<file path="config.mk">
export PLATFORM = sky130hd
export DESIGN_NAME = pipm_top
export DESIGN_NICKNAME = d
export VERILOG_FILES = /design/src/design/pipm_pkg.sv /design/src/design/pipm_chan_if.sv /design/src/design/pipm_chan_detect.sv /design/src/design/pipm_pm_slice.sv /design/src/design/pipm_top.sv
export SDC_FILE = /design/constraint.sdc
export NUM_CORES = 1
export LEC_CHECK = 0
export BUFFER_PORTS_ARGS = -buffer_cell sky130_fd_sc_hd__buf_4
export CAP_MARGIN = 20
export CORE_MARGIN = 2
export CORE_UTILIZATION = 45
export CTS_CLUSTER_DIAMETER = 30
export DETAILED_ROUTE_END_ITERATION = 16
export PLACE_DENSITY = 0.65
export SYNTH_ARGS = -nofsm -noshare
export SYNTH_HDL_FRONTEND = slang
export SYNTH_SLANG_ARGS = --single-unit
export TNS_END_PERCENT = 50
</file>
<file path="constraint.sdc">
create_clock -name core_clk -period 4.9 [get_ports core_clk]
set_input_delay 0.98 -clock core_clk [delete_from_list [all_inputs] [get_ports core_clk]]
set_output_delay 0.98 -clock core_clk [all_outputs]
set_load 0.02 [all_outputs]
</file>
<file path="src/design/pipm_pkg.sv">
// Package of constants for the pin interrupt and pattern match block.
// Assumes one clock domain and a plain single-cycle register port.
package pipm_pkg;

   // ****************************************
   // Sizes
   // ****************************************
   localparam int CHANNELS = 8;
   localparam int ADDR_W   = 8;
   localparam int DATA_W   = 32;
   localparam int SEL_W    = 7;
   localparam int COND_W   = 3;
   localparam int SRC_W    = 3;

   // ****************************************
   // Pin numbering: port * 32 + line
   // ****************************************
   localparam logic [SEL_W-1:0] EXCLUDED_PORT2_LINE_EIGHT       = 7'h48;
   localparam logic [SEL_W-1:0] EXCLUDED_PORT2_LINE_TWENTYTHREE = 7'h57;

   // ****************************************
   // Register offsets
   // ****************************************
   localparam logic [ADDR_W-1:0] OFS_MODE     = 8'h00;
   localparam logic [ADDR_W-1:0] OFS_ENRISE   = 8'h04;
   localparam logic [ADDR_W-1:0] OFS_ENFALL   = 8'h08;
   localparam logic [ADDR_W-1:0] OFS_RISEST   = 8'h0c;
   localparam logic [ADDR_W-1:0] OFS_FALLST   = 8'h10;
   localparam logic [ADDR_W-1:0] OFS_REQST    = 8'h14;
   localparam logic [ADDR_W-1:0] OFS_PMCTRL   = 8'h18;
   localparam logic [ADDR_W-1:0] OFS_PMSRC    = 8'h20;
   localparam logic [ADDR_W-1:0] OFS_PMCOND   = 8'h24;
   localparam logic [ADDR_W-1:0] OFS_PMEND    = 8'h28;
   localparam logic [ADDR_W-1:0] OFS_EVSTAT   = 8'h2c;
   localparam logic [ADDR_W-1:0] OFS_EVMASK   = 8'h30;
   localparam logic [ADDR_W-1:0] OFS_PINLVL   = 8'h34;

   // ****************************************
   // Field positions and reset values
   // ****************************************
   localparam int PMCTRL_MODE_BIT = 0;
   localparam int PMCTRL_EVNT_BIT = 1;
   localparam logic [CHANNELS-1:0]        RST_BYTE  = 8'h00;
   localparam logic [CHANNELS*SRC_W-1:0]  RST_SRC   = 24'hfac688;
   localparam logic [CHANNELS*COND_W-1:0] RST_COND  = 24'hffffff;
   localparam logic [DATA_W-1:0]          RD_ZERO   = 32'h00000000;

   // ****************************************
   // Slice conditions
   // ****************************************
   localparam logic [COND_W-1:0] COND_ALWAYS = 3'h0;
   localparam logic [COND_W-1:0] COND_RISE   = 3'h1;
   localparam logic [COND_W-1:0] COND_FALL   = 3'h2;
   localparam logic [COND_W-1:0] COND_EITHER = 3'h3;
   localparam logic [COND_W-1:0] COND_HIGH   = 3'h4;
   localparam logic [COND_W-1:0] COND_LOW    = 3'h5;
   localparam logic [COND_W-1:0] COND_EVENT  = 3'h6;
   localparam logic [COND_W-1:0] COND_NEVER  = 3'h7;

endpackage

</file>
<file path="src/design/pipm_chan_if.sv">
// Interface carrying sampled channel levels and edge pulses.
// Assumes both ends run on the same core clock.
`timescale 1ns/1ps
`default_nettype none
interface pipm_chan_if;
   logic [pipm_pkg::CHANNELS-1:0] level;
   logic [pipm_pkg::CHANNELS-1:0] rise;
   logic [pipm_pkg::CHANNELS-1:0] fall;
   modport src (output level, output rise, output fall);
   modport dst (input level, input rise, input fall);
endinterface
`default_nettype wire

</file>
<file path="src/design/pipm_chan_detect.sv">
// Channel front end: pin selection, sampling and edge detection.
// Assumes pins are synchronous to core_clk.
`timescale 1ns/1ps
`default_nettype none
module pipm_chan_detect #(
   parameter int NPINS = 96
) (
   input  wire logic                                              core_clk,
   input  wire logic                                              resetn,
   input  wire logic [NPINS-1:0]                                  pinBus,
   input  wire logic [pipm_pkg::CHANNELS*pipm_pkg::SEL_W-1:0]     sysCfgPinSel,
   pipm_chan_if.src                                               chanBus
);
   logic [pipm_pkg::CHANNELS-1:0] cur_reg;
   logic [pipm_pkg::CHANNELS-1:0] prev_reg;
   logic [pipm_pkg::CHANNELS-1:0] cur_next;

   // ****************************************
   // Selection
   // ****************************************
   always_comb begin
      logic [pipm_pkg::SEL_W-1:0] sel;
      sel = '0;
      for (int c = 0; c < pipm_pkg::CHANNELS; c++) begin
         sel = sysCfgPinSel[c*pipm_pkg::SEL_W +: pipm_pkg::SEL_W];
         // Excluded or absent pins read low so a bad selection stays quiet
         if (sel == pipm_pkg::EXCLUDED_PORT2_LINE_EIGHT ||
             sel == pipm_pkg::EXCLUDED_PORT2_LINE_TWENTYTHREE ||
             int'(sel) >= NPINS) begin
            cur_next[c] = 1'b0;
         end else begin
            cur_next[c] = pinBus[sel];
         end
      end
   end

   always_ff @(posedge core_clk or negedge resetn) begin
      if (!resetn) begin
         cur_reg  <= '0;
         prev_reg <= '0;
      end else begin
         cur_reg  <= cur_next;
         prev_reg <= cur_reg;
      end
   end

   assign chanBus.level = cur_reg;
   assign chanBus.rise  = cur_reg & ~prev_reg;
   assign chanBus.fall  = ~cur_reg & prev_reg;
endmodule
`default_nettype wire

</file>
<file path="src/design/pipm_pm_slice.sv">
// One pattern-match slice: sticky edge memory and condition test.
// Assumes level, rise and fall come from the same channel sample.
`timescale 1ns/1ps
`default_nettype none
module pipm_pm_slice (
   input  wire logic                         core_clk,
   input  wire logic                         resetn,
   input  wire logic                         level,
   input  wire logic                         rise,
   input  wire logic                         fall,
   input  wire logic [pipm_pkg::COND_W-1:0]  cond,
   input  wire logic                         clearSticky,
   output logic                              sliceTrue
);
   logic riseSeen_reg;
   logic fallSeen_reg;

   // Set wins over a clear arriving in the same cycle
   always_ff @(posedge core_clk or negedge resetn) begin
      if (!resetn) begin
         riseSeen_reg <= 1'b0;
         fallSeen_reg <= 1'b0;
      end else begin
         riseSeen_reg <= rise | (riseSeen_reg & ~clearSticky);
         fallSeen_reg <= fall | (fallSeen_reg & ~clearSticky);
      end
   end

   always_comb begin
      case (cond)
         pipm_pkg::COND_ALWAYS: sliceTrue = 1'b1;
         pipm_pkg::COND_RISE:   sliceTrue = riseSeen_reg;
         pipm_pkg::COND_FALL:   sliceTrue = fallSeen_reg;
         pipm_pkg::COND_EITHER: sliceTrue = riseSeen_reg | fallSeen_reg;
         pipm_pkg::COND_HIGH:   sliceTrue = level;
         pipm_pkg::COND_LOW:    sliceTrue = ~level;
         pipm_pkg::COND_EVENT:  sliceTrue = rise | fall;
         default:               sliceTrue = 1'b0;
      endcase
   end
endmodule
`default_nettype wire

</file>
<file path="src/design/pipm_top.sv">
// Top of the pin interrupt and pattern match engine.
// Assumes synchronous pins, a pin selection from the system config block
// and a single-cycle register port with read data one cycle after the strobe.
//
// Strobed register access and the address map were decided locally.
`timescale 1ns/1ps
`default_nettype none
module pipm_top #(
   parameter int NPINS = 96
) (
   input  wire logic                                           core_clk,
   input  wire logic                                           resetn,
   input  wire logic [NPINS-1:0]                               pinBus,
   input  wire logic [pipm_pkg::CHANNELS*pipm_pkg::SEL_W-1:0]  sysCfgPinSel,
   input  wire logic [pipm_pkg::ADDR_W-1:0]                    regAddr,
   input  wire logic [pipm_pkg::DATA_W-1:0]                    regWrData,
   input  wire logic                                           regWr,
   input  wire logic                                           regRd,
   output logic      [pipm_pkg::DATA_W-1:0]                    regRdData,
   output logic      [pipm_pkg::CHANNELS-1:0]                  irqLine,
   output logic                                                irqOut,
   output logic                                                cpuReceiveEvent,
   output logic                                                wakeReq
);
   localparam int CH = pipm_pkg::CHANNELS;

   pipm_chan_if chanBus ();

   logic [CH-1:0]                   mode_reg;
   logic [CH-1:0]                   enRise_reg;
   logic [CH-1:0]                   enFall_reg;
   logic [CH-1:0]                   riseSt_reg;
   logic [CH-1:0]                   fallSt_reg;
   logic                            pmMode_reg;
   logic                            evEnab_reg;
   logic [CH*pipm_pkg::SRC_W-1:0]   pmSrc_reg;
   logic [CH*pipm_pkg::COND_W-1:0]  pmCond_reg;
   logic [CH-1:0]                   pmEnd_reg;
   logic [CH-1:0]                   evStat_reg;
   logic [CH-1:0]                   evMask_reg;
   logic [CH-1:0]                   prevReq_reg;
   logic [CH-1:0]                   irqLine_reg;
   logic                            irqOut_reg;
   logic                            cpuEv_reg;
   logic                            wake_reg;
   logic [pipm_pkg::DATA_W-1:0]     rdData_reg;
   logic [pipm_pkg::DATA_W-1:0]     rdData_next;

   logic [CH-1:0] wrHit;
   logic          wrMode;
   logic          wrEnRise;
   logic          wrEnFall;
   logic          wrRiseSt;
   logic          wrFallSt;
   logic          wrPmCtrl;
   logic          wrPmSrc;
   logic          wrPmCond;
   logic          wrPmEnd;
   logic          wrEvStat;
   logic          wrEvMask;
   logic          pmConfigWr;
   logic [CH-1:0] wByte;
   logic [CH-1:0] sliceTrue;
   logic [CH-1:0] termAcc;
   logic [CH-1:0] termEnd;
   logic [CH-1:0] termMatch;
   logic [CH-1:0] pinReq;
   logic [CH-1:0] chanReq;

   // ****************************************
   // Channel front end
   // ****************************************
   pipm_chan_detect #(
      .NPINS (NPINS)
   ) u_detect (
      .core_clk     (core_clk),
      .resetn       (resetn),
      .pinBus       (pinBus),
      .sysCfgPinSel (sysCfgPinSel),
      .chanBus      (chanBus.src)
   );

   // ****************************************
   // Write decode
   // ****************************************
   assign wByte      = regWrData[CH-1:0];
   assign wrMode     = regWr && regAddr == pipm_pkg::OFS_MODE;
   assign wrEnRise   = regWr && regAddr == pipm_pkg::OFS_ENRISE;
   assign wrEnFall   = regWr && regAddr == pipm_pkg::OFS_ENFALL;
   assign wrRiseSt   = regWr && regAddr == pipm_pkg::OFS_RISEST;
   assign wrFallSt   = regWr && regAddr == pipm_pkg::OFS_FALLST;
   assign wrPmCtrl   = regWr && regAddr == pipm_pkg::OFS_PMCTRL;
   assign wrPmSrc    = regWr && regAddr == pipm_pkg::OFS_PMSRC;
   assign wrPmCond   = regWr && regAddr == pipm_pkg::OFS_PMCOND;
   assign wrPmEnd    = regWr && regAddr == pipm_pkg::OFS_PMEND;
   assign wrEvStat   = regWr && regAddr == pipm_pkg::OFS_EVSTAT;
   assign wrEvMask   = regWr && regAddr == pipm_pkg::OFS_EVMASK;
   // Any change of the pattern setup forgets old transitions
   assign pmConfigWr = wrPmCtrl | wrPmSrc | wrPmCond | wrPmEnd;
   assign wrHit      = {CH{1'b0}};

   // ****************************************
   // Configuration registers
   // ****************************************
   always_ff @(posedge core_clk or negedge resetn) begin
      if (!resetn) begin
         mode_reg   <= pipm_pkg::RST_BYTE;
         enRise_reg <= pipm_pkg::RST_BYTE;
         enFall_reg <= pipm_pkg::RST_BYTE;
         evMask_reg <= pipm_pkg::RST_BYTE;
      end else begin
         if (wrMode) begin
            mode_reg <= wByte;
         end
         if (wrEnRise) begin
            enRise_reg <= wByte;
         end
         if (wrEnFall) begin
            enFall_reg <= wByte;
         end
         if (wrEvMask) begin
            evMask_reg <= wByte;
         end
      end
   end

   always_ff @(posedge core_clk or negedge resetn) begin
      if (!resetn) begin
         pmMode_reg <= 1'b0;
         evEnab_reg <= 1'b0;
         pmSrc_reg  <= pipm_pkg::RST_SRC;
         pmCond_reg <= pipm_pkg::RST_COND;
         pmEnd_reg  <= pipm_pkg::RST_BYTE;
      end else begin
         if (wrPmCtrl) begin
            pmMode_reg <= regWrData[pipm_pkg::PMCTRL_MODE_BIT];
            evEnab_reg <= regWrData[pipm_pkg::PMCTRL_EVNT_BIT];
         end
         if (wrPmSrc) begin
            pmSrc_reg <= regWrData[CH*pipm_pkg::SRC_W-1:0];
         end
         if (wrPmCond) begin
            pmCond_reg <= regWrData[CH*pipm_pkg::COND_W-1:0];
         end
         if (wrPmEnd) begin
            pmEnd_reg <= wByte;
         end
      end
   end

   // ****************************************
   // Pin interrupt mode
   // ****************************************
   // Edge pending bits: a new edge wins over a one written the same cycle
   always_ff @(posedge core_clk or negedge resetn) begin
      if (!resetn) begin
         riseSt_reg <= pipm_pkg::RST_BYTE;
         fallSt_reg <= pipm_pkg::RST_BYTE;
      end else begin
         riseSt_reg <= (chanBus.rise & enRise_reg & ~mode_reg) |
                       (riseSt_reg & ~(wrRiseSt ? wByte : wrHit));
         fallSt_reg <= (chanBus.fall & enFall_reg & ~mode_reg) |
                       (fallSt_reg & ~(wrFallSt ? wByte : wrHit));
      end
   end

   always_comb begin
      for (int c = 0; c < CH; c++) begin
         if (mode_reg[c]) begin
            // Level channel: enable in rise bit, active-high in fall bit
            pinReq[c] = enRise_reg[c] &
                        (chanBus.level[c] == enFall_reg[c]);
         end else begin
            pinReq[c] = riseSt_reg[c] | fallSt_reg[c];
         end
      end
   end

   // ****************************************
   // Pattern match engine
   // ****************************************
   for (genvar s = 0; s < CH; s++) begin : g_slice
      logic [pipm_pkg::SRC_W-1:0] src;
      assign src = pmSrc_reg[s*pipm_pkg::SRC_W +: pipm_pkg::SRC_W];
      pipm_pm_slice u_slice (
         .core_clk    (core_clk),
         .resetn      (resetn),
         .level       (chanBus.level[src]),
         .rise        (chanBus.rise[src]),
         .fall        (chanBus.fall[src]),
         .cond        (pmCond_reg[s*pipm_pkg::COND_W +: pipm_pkg::COND_W]),
         .clearSticky (pmConfigWr),
         .sliceTrue   (sliceTrue[s])
      );
   end

   // The last slice always closes a term, so no slice is left dangling
   assign termEnd = {1'b1, pmEnd_reg[CH-2:0]};

   always_comb begin
      termAcc[0] = sliceTrue[0];
      for (int s = 1; s < CH; s++) begin
         termAcc[s] = sliceTrue[s] & (termEnd[s-1] | termAcc[s-1]);
      end
   end

   assign termMatch = termAcc & termEnd & {CH{pmMode_reg}};

   assign chanReq = pmMode_reg ? termMatch : pinReq;

   // ****************************************
   // Outputs and event status
   // ****************************************
   always_ff @(posedge core_clk or negedge resetn) begin
      if (!resetn) begin
         irqLine_reg <= pipm_pkg::RST_BYTE;
         prevReq_reg <= pipm_pkg::RST_BYTE;
         cpuEv_reg   <= 1'b0;
         wake_reg    <= 1'b0;
      end else begin
         irqLine_reg <= chanReq;
         prevReq_reg <= chanReq;
         // Only fresh matches pulse, so a held match does not flood the core
         cpuEv_reg   <= evEnab_reg & pmMode_reg &
                        (|(termMatch & ~prevReq_reg));
         // Clocked here; a sleeping core keeps this clock for the wake path
         wake_reg    <= ~pmMode_reg & (|pinReq);
      end
   end

   always_ff @(posedge core_clk or negedge resetn) begin
      if (!resetn) begin
         evStat_reg <= pipm_pkg::RST_BYTE;
         irqOut_reg <= 1'b0;
      end else begin
         evStat_reg <= (chanReq & ~prevReq_reg) |
                       (evStat_reg & ~(wrEvStat ? wByte : wrHit));
         irqOut_reg <= |(evStat_reg & evMask_reg);
      end
   end

   // ****************************************
   // Read port
   // ****************************************
   always_comb begin
      rdData_next = pipm_pkg::RD_ZERO;
      case (regAddr)
         pipm_pkg::OFS_MODE:   rdData_next[CH-1:0] = mode_reg;
         pipm_pkg::OFS_ENRISE: rdData_next[CH-1:0] = enRise_reg;
         pipm_pkg::OFS_ENFALL: rdData_next[CH-1:0] = enFall_reg;
         pipm_pkg::OFS_RISEST: rdData_next[CH-1:0] = riseSt_reg;
         pipm_pkg::OFS_FALLST: rdData_next[CH-1:0] = fallSt_reg;
         pipm_pkg::OFS_REQST:  rdData_next[CH-1:0] = chanReq;
         pipm_pkg::OFS_PMCTRL: begin
            rdData_next[pipm_pkg::PMCTRL_MODE_BIT] = pmMode_reg;
            rdData_next[pipm_pkg::PMCTRL_EVNT_BIT] = evEnab_reg;
         end
         pipm_pkg::OFS_PMSRC:  rdData_next[CH*pipm_pkg::SRC_W-1:0] = pmSrc_reg;
         pipm_pkg::OFS_PMCOND: rdData_next[CH*pipm_pkg::COND_W-1:0] = pmCond_reg;
         pipm_pkg::OFS_PMEND:  rdData_next[CH-1:0] = pmEnd_reg;
         pipm_pkg::OFS_EVSTAT: rdData_next[CH-1:0] = evStat_reg;
         pipm_pkg::OFS_EVMASK: rdData_next[CH-1:0] = evMask_reg;
         pipm_pkg::OFS_PINLVL: rdData_next[CH-1:0] = chanBus.level;
         default:              rdData_next = pipm_pkg::RD_ZERO;
      endcase
   end

   // Data stand only in the cycle after the strobe
   always_ff @(posedge core_clk or negedge resetn) begin
      if (!resetn) begin
         rdData_reg <= pipm_pkg::RD_ZERO;
      end else begin
         rdData_reg <= regRd ? rdData_next : pipm_pkg::RD_ZERO;
      end
   end

   assign regRdData       = rdData_reg;
   assign irqLine         = irqLine_reg;
   assign irqOut          = irqOut_reg;
   assign cpuReceiveEvent = cpuEv_reg;
   assign wakeReq         = wake_reg;
endmodule
`default_nettype wire

</file>
==> summary.md <==
| Metric | Value |
|---|---|
| Cell area after layout | `18400 sq um` |
| Combinational family with the most area after synthesis | `multiplexers` |
| Clk pin slew, worst setup/hold paths | `0.07 ns` |
| Fin Setup TNS | `0 ns` |
| # clock sinks | `181` |
| Starting Density | `46.0%` |
| Fin. max-slew vios | `0` |
| Setup bufs post-CTS | `0` |
| Type of the worst min-delay path | `register to register` |
| Final WL | `51800 um` |
| CTS buffer count | `17` |
| Port Buffers | `220` |
| Async S/R FF share, synth | `100%` |
| Diode count | `0` |
| Placed Area | `17700 sq um` |
| Critical path type | `register to register` |
| Syn avg cell area | `12.8 sq um` |
| Startpoint Class | `register` |
| Gp weighted congestion | `0.925` |
| Rows | `68` |
| Clk_lat worst skew | `0.44 ns` |
| Leakage | `7.12 nW` |
| Maximum clock rate | `273 MHz` |
| Yosys cell types | `64` |
| Fin crit period | `3.66 ns` |
| CTS tree | `done` |
| Commonest non-fill, non-tap cell in the layout | `mux4_2` |
| Post-route DRC | `0` |
| Total track usage | `28.7%` |
| Max FO, Critical Path | `13` |
| Synth top area share | `38.5%` |
| Adder-cell share of the synthesized area | `0%` |
| DRT iter0 DRCs | `1647` |
| Area leader, netlist | `mux4_2` |
| Boundary Pins | `239` |
| Post-layout net count | `1571` |
| Relative slew slack | `33.9%` |
| Crit end category | `register` |
| Tcrit/Tclk final | `74.7%` |
| Area Growth Syn to Fin | `15.1%` |
| Post-synthesis xor/xnor area fraction | `0.603%` |
| Largest cells by area after synthesis | `mux4_2, dfrtp_1, mux2_2` |
| Seq/Total Area, Yosys | `28.7%` |
| Power Total | `5.01 mW` |
| Synth Instances | `1252` |
| Pin count of the biggest net entering global routing | `108` |
| Routed WL per cell | `28.1 um` |
| Clock Path Buffers | `2` |
| Post-Synth Simple-Gate Area | `8.39%` |
| Share of cells above drive strength 1 | `49.1%` |
| Die Y | `192 um` |
| WP data arrival | `3.94 ns` |
| DR vias | `13.0k` |
| Compound-Gate Fraction of Synth Area | `9.33%` |
| Post-CTS resize count | `0` |
| Commonest register cell after synthesis | `dfrtp_1` |
| FF+latch count, synth | `181` |
| Cell area after synthesis | `16000 sq um` |
| # Max-Cap Violations | `0` |
| Vias/cell | `7.04` |
| First-pass GRT wire length | `78700 um` |
| Commonest non-fill, non-tap cells in the layout | `mux4_2, buf_4, dfrtp_1` |
| # setup viols final | `0` |
| Max H-tree Level | `4` |
| Worst vdd ir | `245 uV` |
| Yosys warns | `0` |
| GRT overflow | `0` |
| Core footprint | `34700 sq um` |
| Power Density | `273 nW/um^2` |
| Slew @ Worst Pin | `0.988 ns` |
| Hold buffer count at CTS | `0` |
| Fill cell count | `2943` |
| Total die area | `37000 sq um` |
| CTS root buffer | `clkbuf_16` |
| Status | `completed` |
| Initial antenna violation count | `0` |
| Drt pass-1 iters | `6` |
| Post-synthesis mux area share | `48.5%` |
| Number of global-route vias before repair | `12.6k` |
| Final Skew | `0.00948 ns` |
| Antenna-violating nets left | `0` |
| Die width | `192 um` |
| Number of flops mapped to enable cells by yosys | `0` |
| Required @ worst endpoint | `5.18 ns` |
| RSZ-0062 raised after global routing | `no` |
| Final hold vios | `0` |
| DPL Wire Length | `37100 um` |
==> power by group <==
group,total [mW],leakage (nW),internal [mW],switching [mW]
clock network,1.52,0.315,0.917,0.607
logic,1.61,4.60,0.823,0.787
registers,1.87,2.21,1.66,0.217
total,5.01,7.12,3.40,1.61
==> synthesized netlist by cell type, drive strengths merged, types with 3 or more instances <==
cell / n
a221oi: 12
xnor2: 9
nand3b: 13
a211o: 6
mux2: 103
o22ai: 13
a32o: 17
inv: 28
nand2: 119
dfstp: 36
a21oi: 18
a221o: 3
nand4: 5
a211oi: 5
buf: 62
dfrtp: 145
and2b: 16
a222oi: 6
and3: 6
mux4: 273
a22o: 13
clkbuf: 74
o21ai: 25
nor3: 9
and2: 4
mux2i: 44
nor2: 49
nand3: 11
o31ai: 10
a21o: 3
a31oi: 11
nor2b: 27
a22oi: 41
nand2b: 5
==> worst paths after layout <==
kind / from / to / slack, ns / cells after the start
max: u_detect.chanBus.level[7]$_DFF_PN0_ / cpuReceiveEvent$_DFF_PN0_ / 1.24 / 9
min: g_slice[3].u_slice.fallSeen_reg$_DFF_PN0_ / g_slice[3].u_slice.fallSeen_reg$_DFF_PN0_ / 0.48 / 2
max reg2reg: u_detect.chanBus.level[7]$_DFF_PN0_ / cpuReceiveEvent$_DFF_PN0_ / 1.24 / 9
min reg2reg: g_slice[3].u_slice.fallSeen_reg$_DFF_PN0_ / g_slice[3].u_slice.fallSeen_reg$_DFF_PN0_ / 0.48 / 2
max in group asynchronous: resetn / pmCond_reg[6]$_DFFE_PN1P_ / 3.18 / 2
min in group asynchronous: resetn / irqLine[1]$_DFF_PN0_ / 0.64 / 1
==> logic make-up after synthesis <==
group,after synthesis
other cells,1
simple gates,277
flops,181
compound gates,198
xor+xnor,11
mux,420
buf+inv,164
==> critical path, stage by stage, from the launching register on <==
cell,delay (ns)
dfrtp_1,0.74
and2b_1,0.42
mux4_2,0.52
mux2i_1,0.23
a211o_1,0.20
a32oi_2,0.22
o31ai_1,0.55
nor3_1,0.16
nor4b_1,0.28
o211ai_1,0.19
==> per-stage QoR <==
stage          hold slack (ns)  instances  setup slack (ns)  utilization (%)
6_report                 0.478       1843              1.24             52.9
5_1_grt                  0.494       1843              1.18             52.9
4_1_cts                  0.481       1843              1.43             52.9
3_5_place_dp             0.464       1811              1.41             51.0
3_3_place_gp             0.464       1811              1.46             51.0
2_1_floorplan            0.377       1259              1.71                -
==> cell type report <==
class,instances,area [sq um],area share (%)
Inverter,28,105,0.572
Multi-Input combinational cell,914,10700,58.3
Clock buffer,20,437,2.38
Clock inverter,12,211,1.15
Tap cell,455,569,3.10
Timing Repair Buffer,233,1760,9.56
Sequential cell,181,4570,24.9
==> layer usage <==
| metal | up-vias | wire length (um) | GRT usage [%] |
|---|---|---|---|
| met5 | - | 0 | 0 |
| met4 | 0 | 2060 | 10.9 |
| met3 | 140 | 6080 | 6.73 |
| met2 | 1006 | 25000 | 46.0 |
| met1 | 6495 | 18600 | 38.0 |
| li1 | 5326 | - | - |
Power figures use the tool's default switching activity.
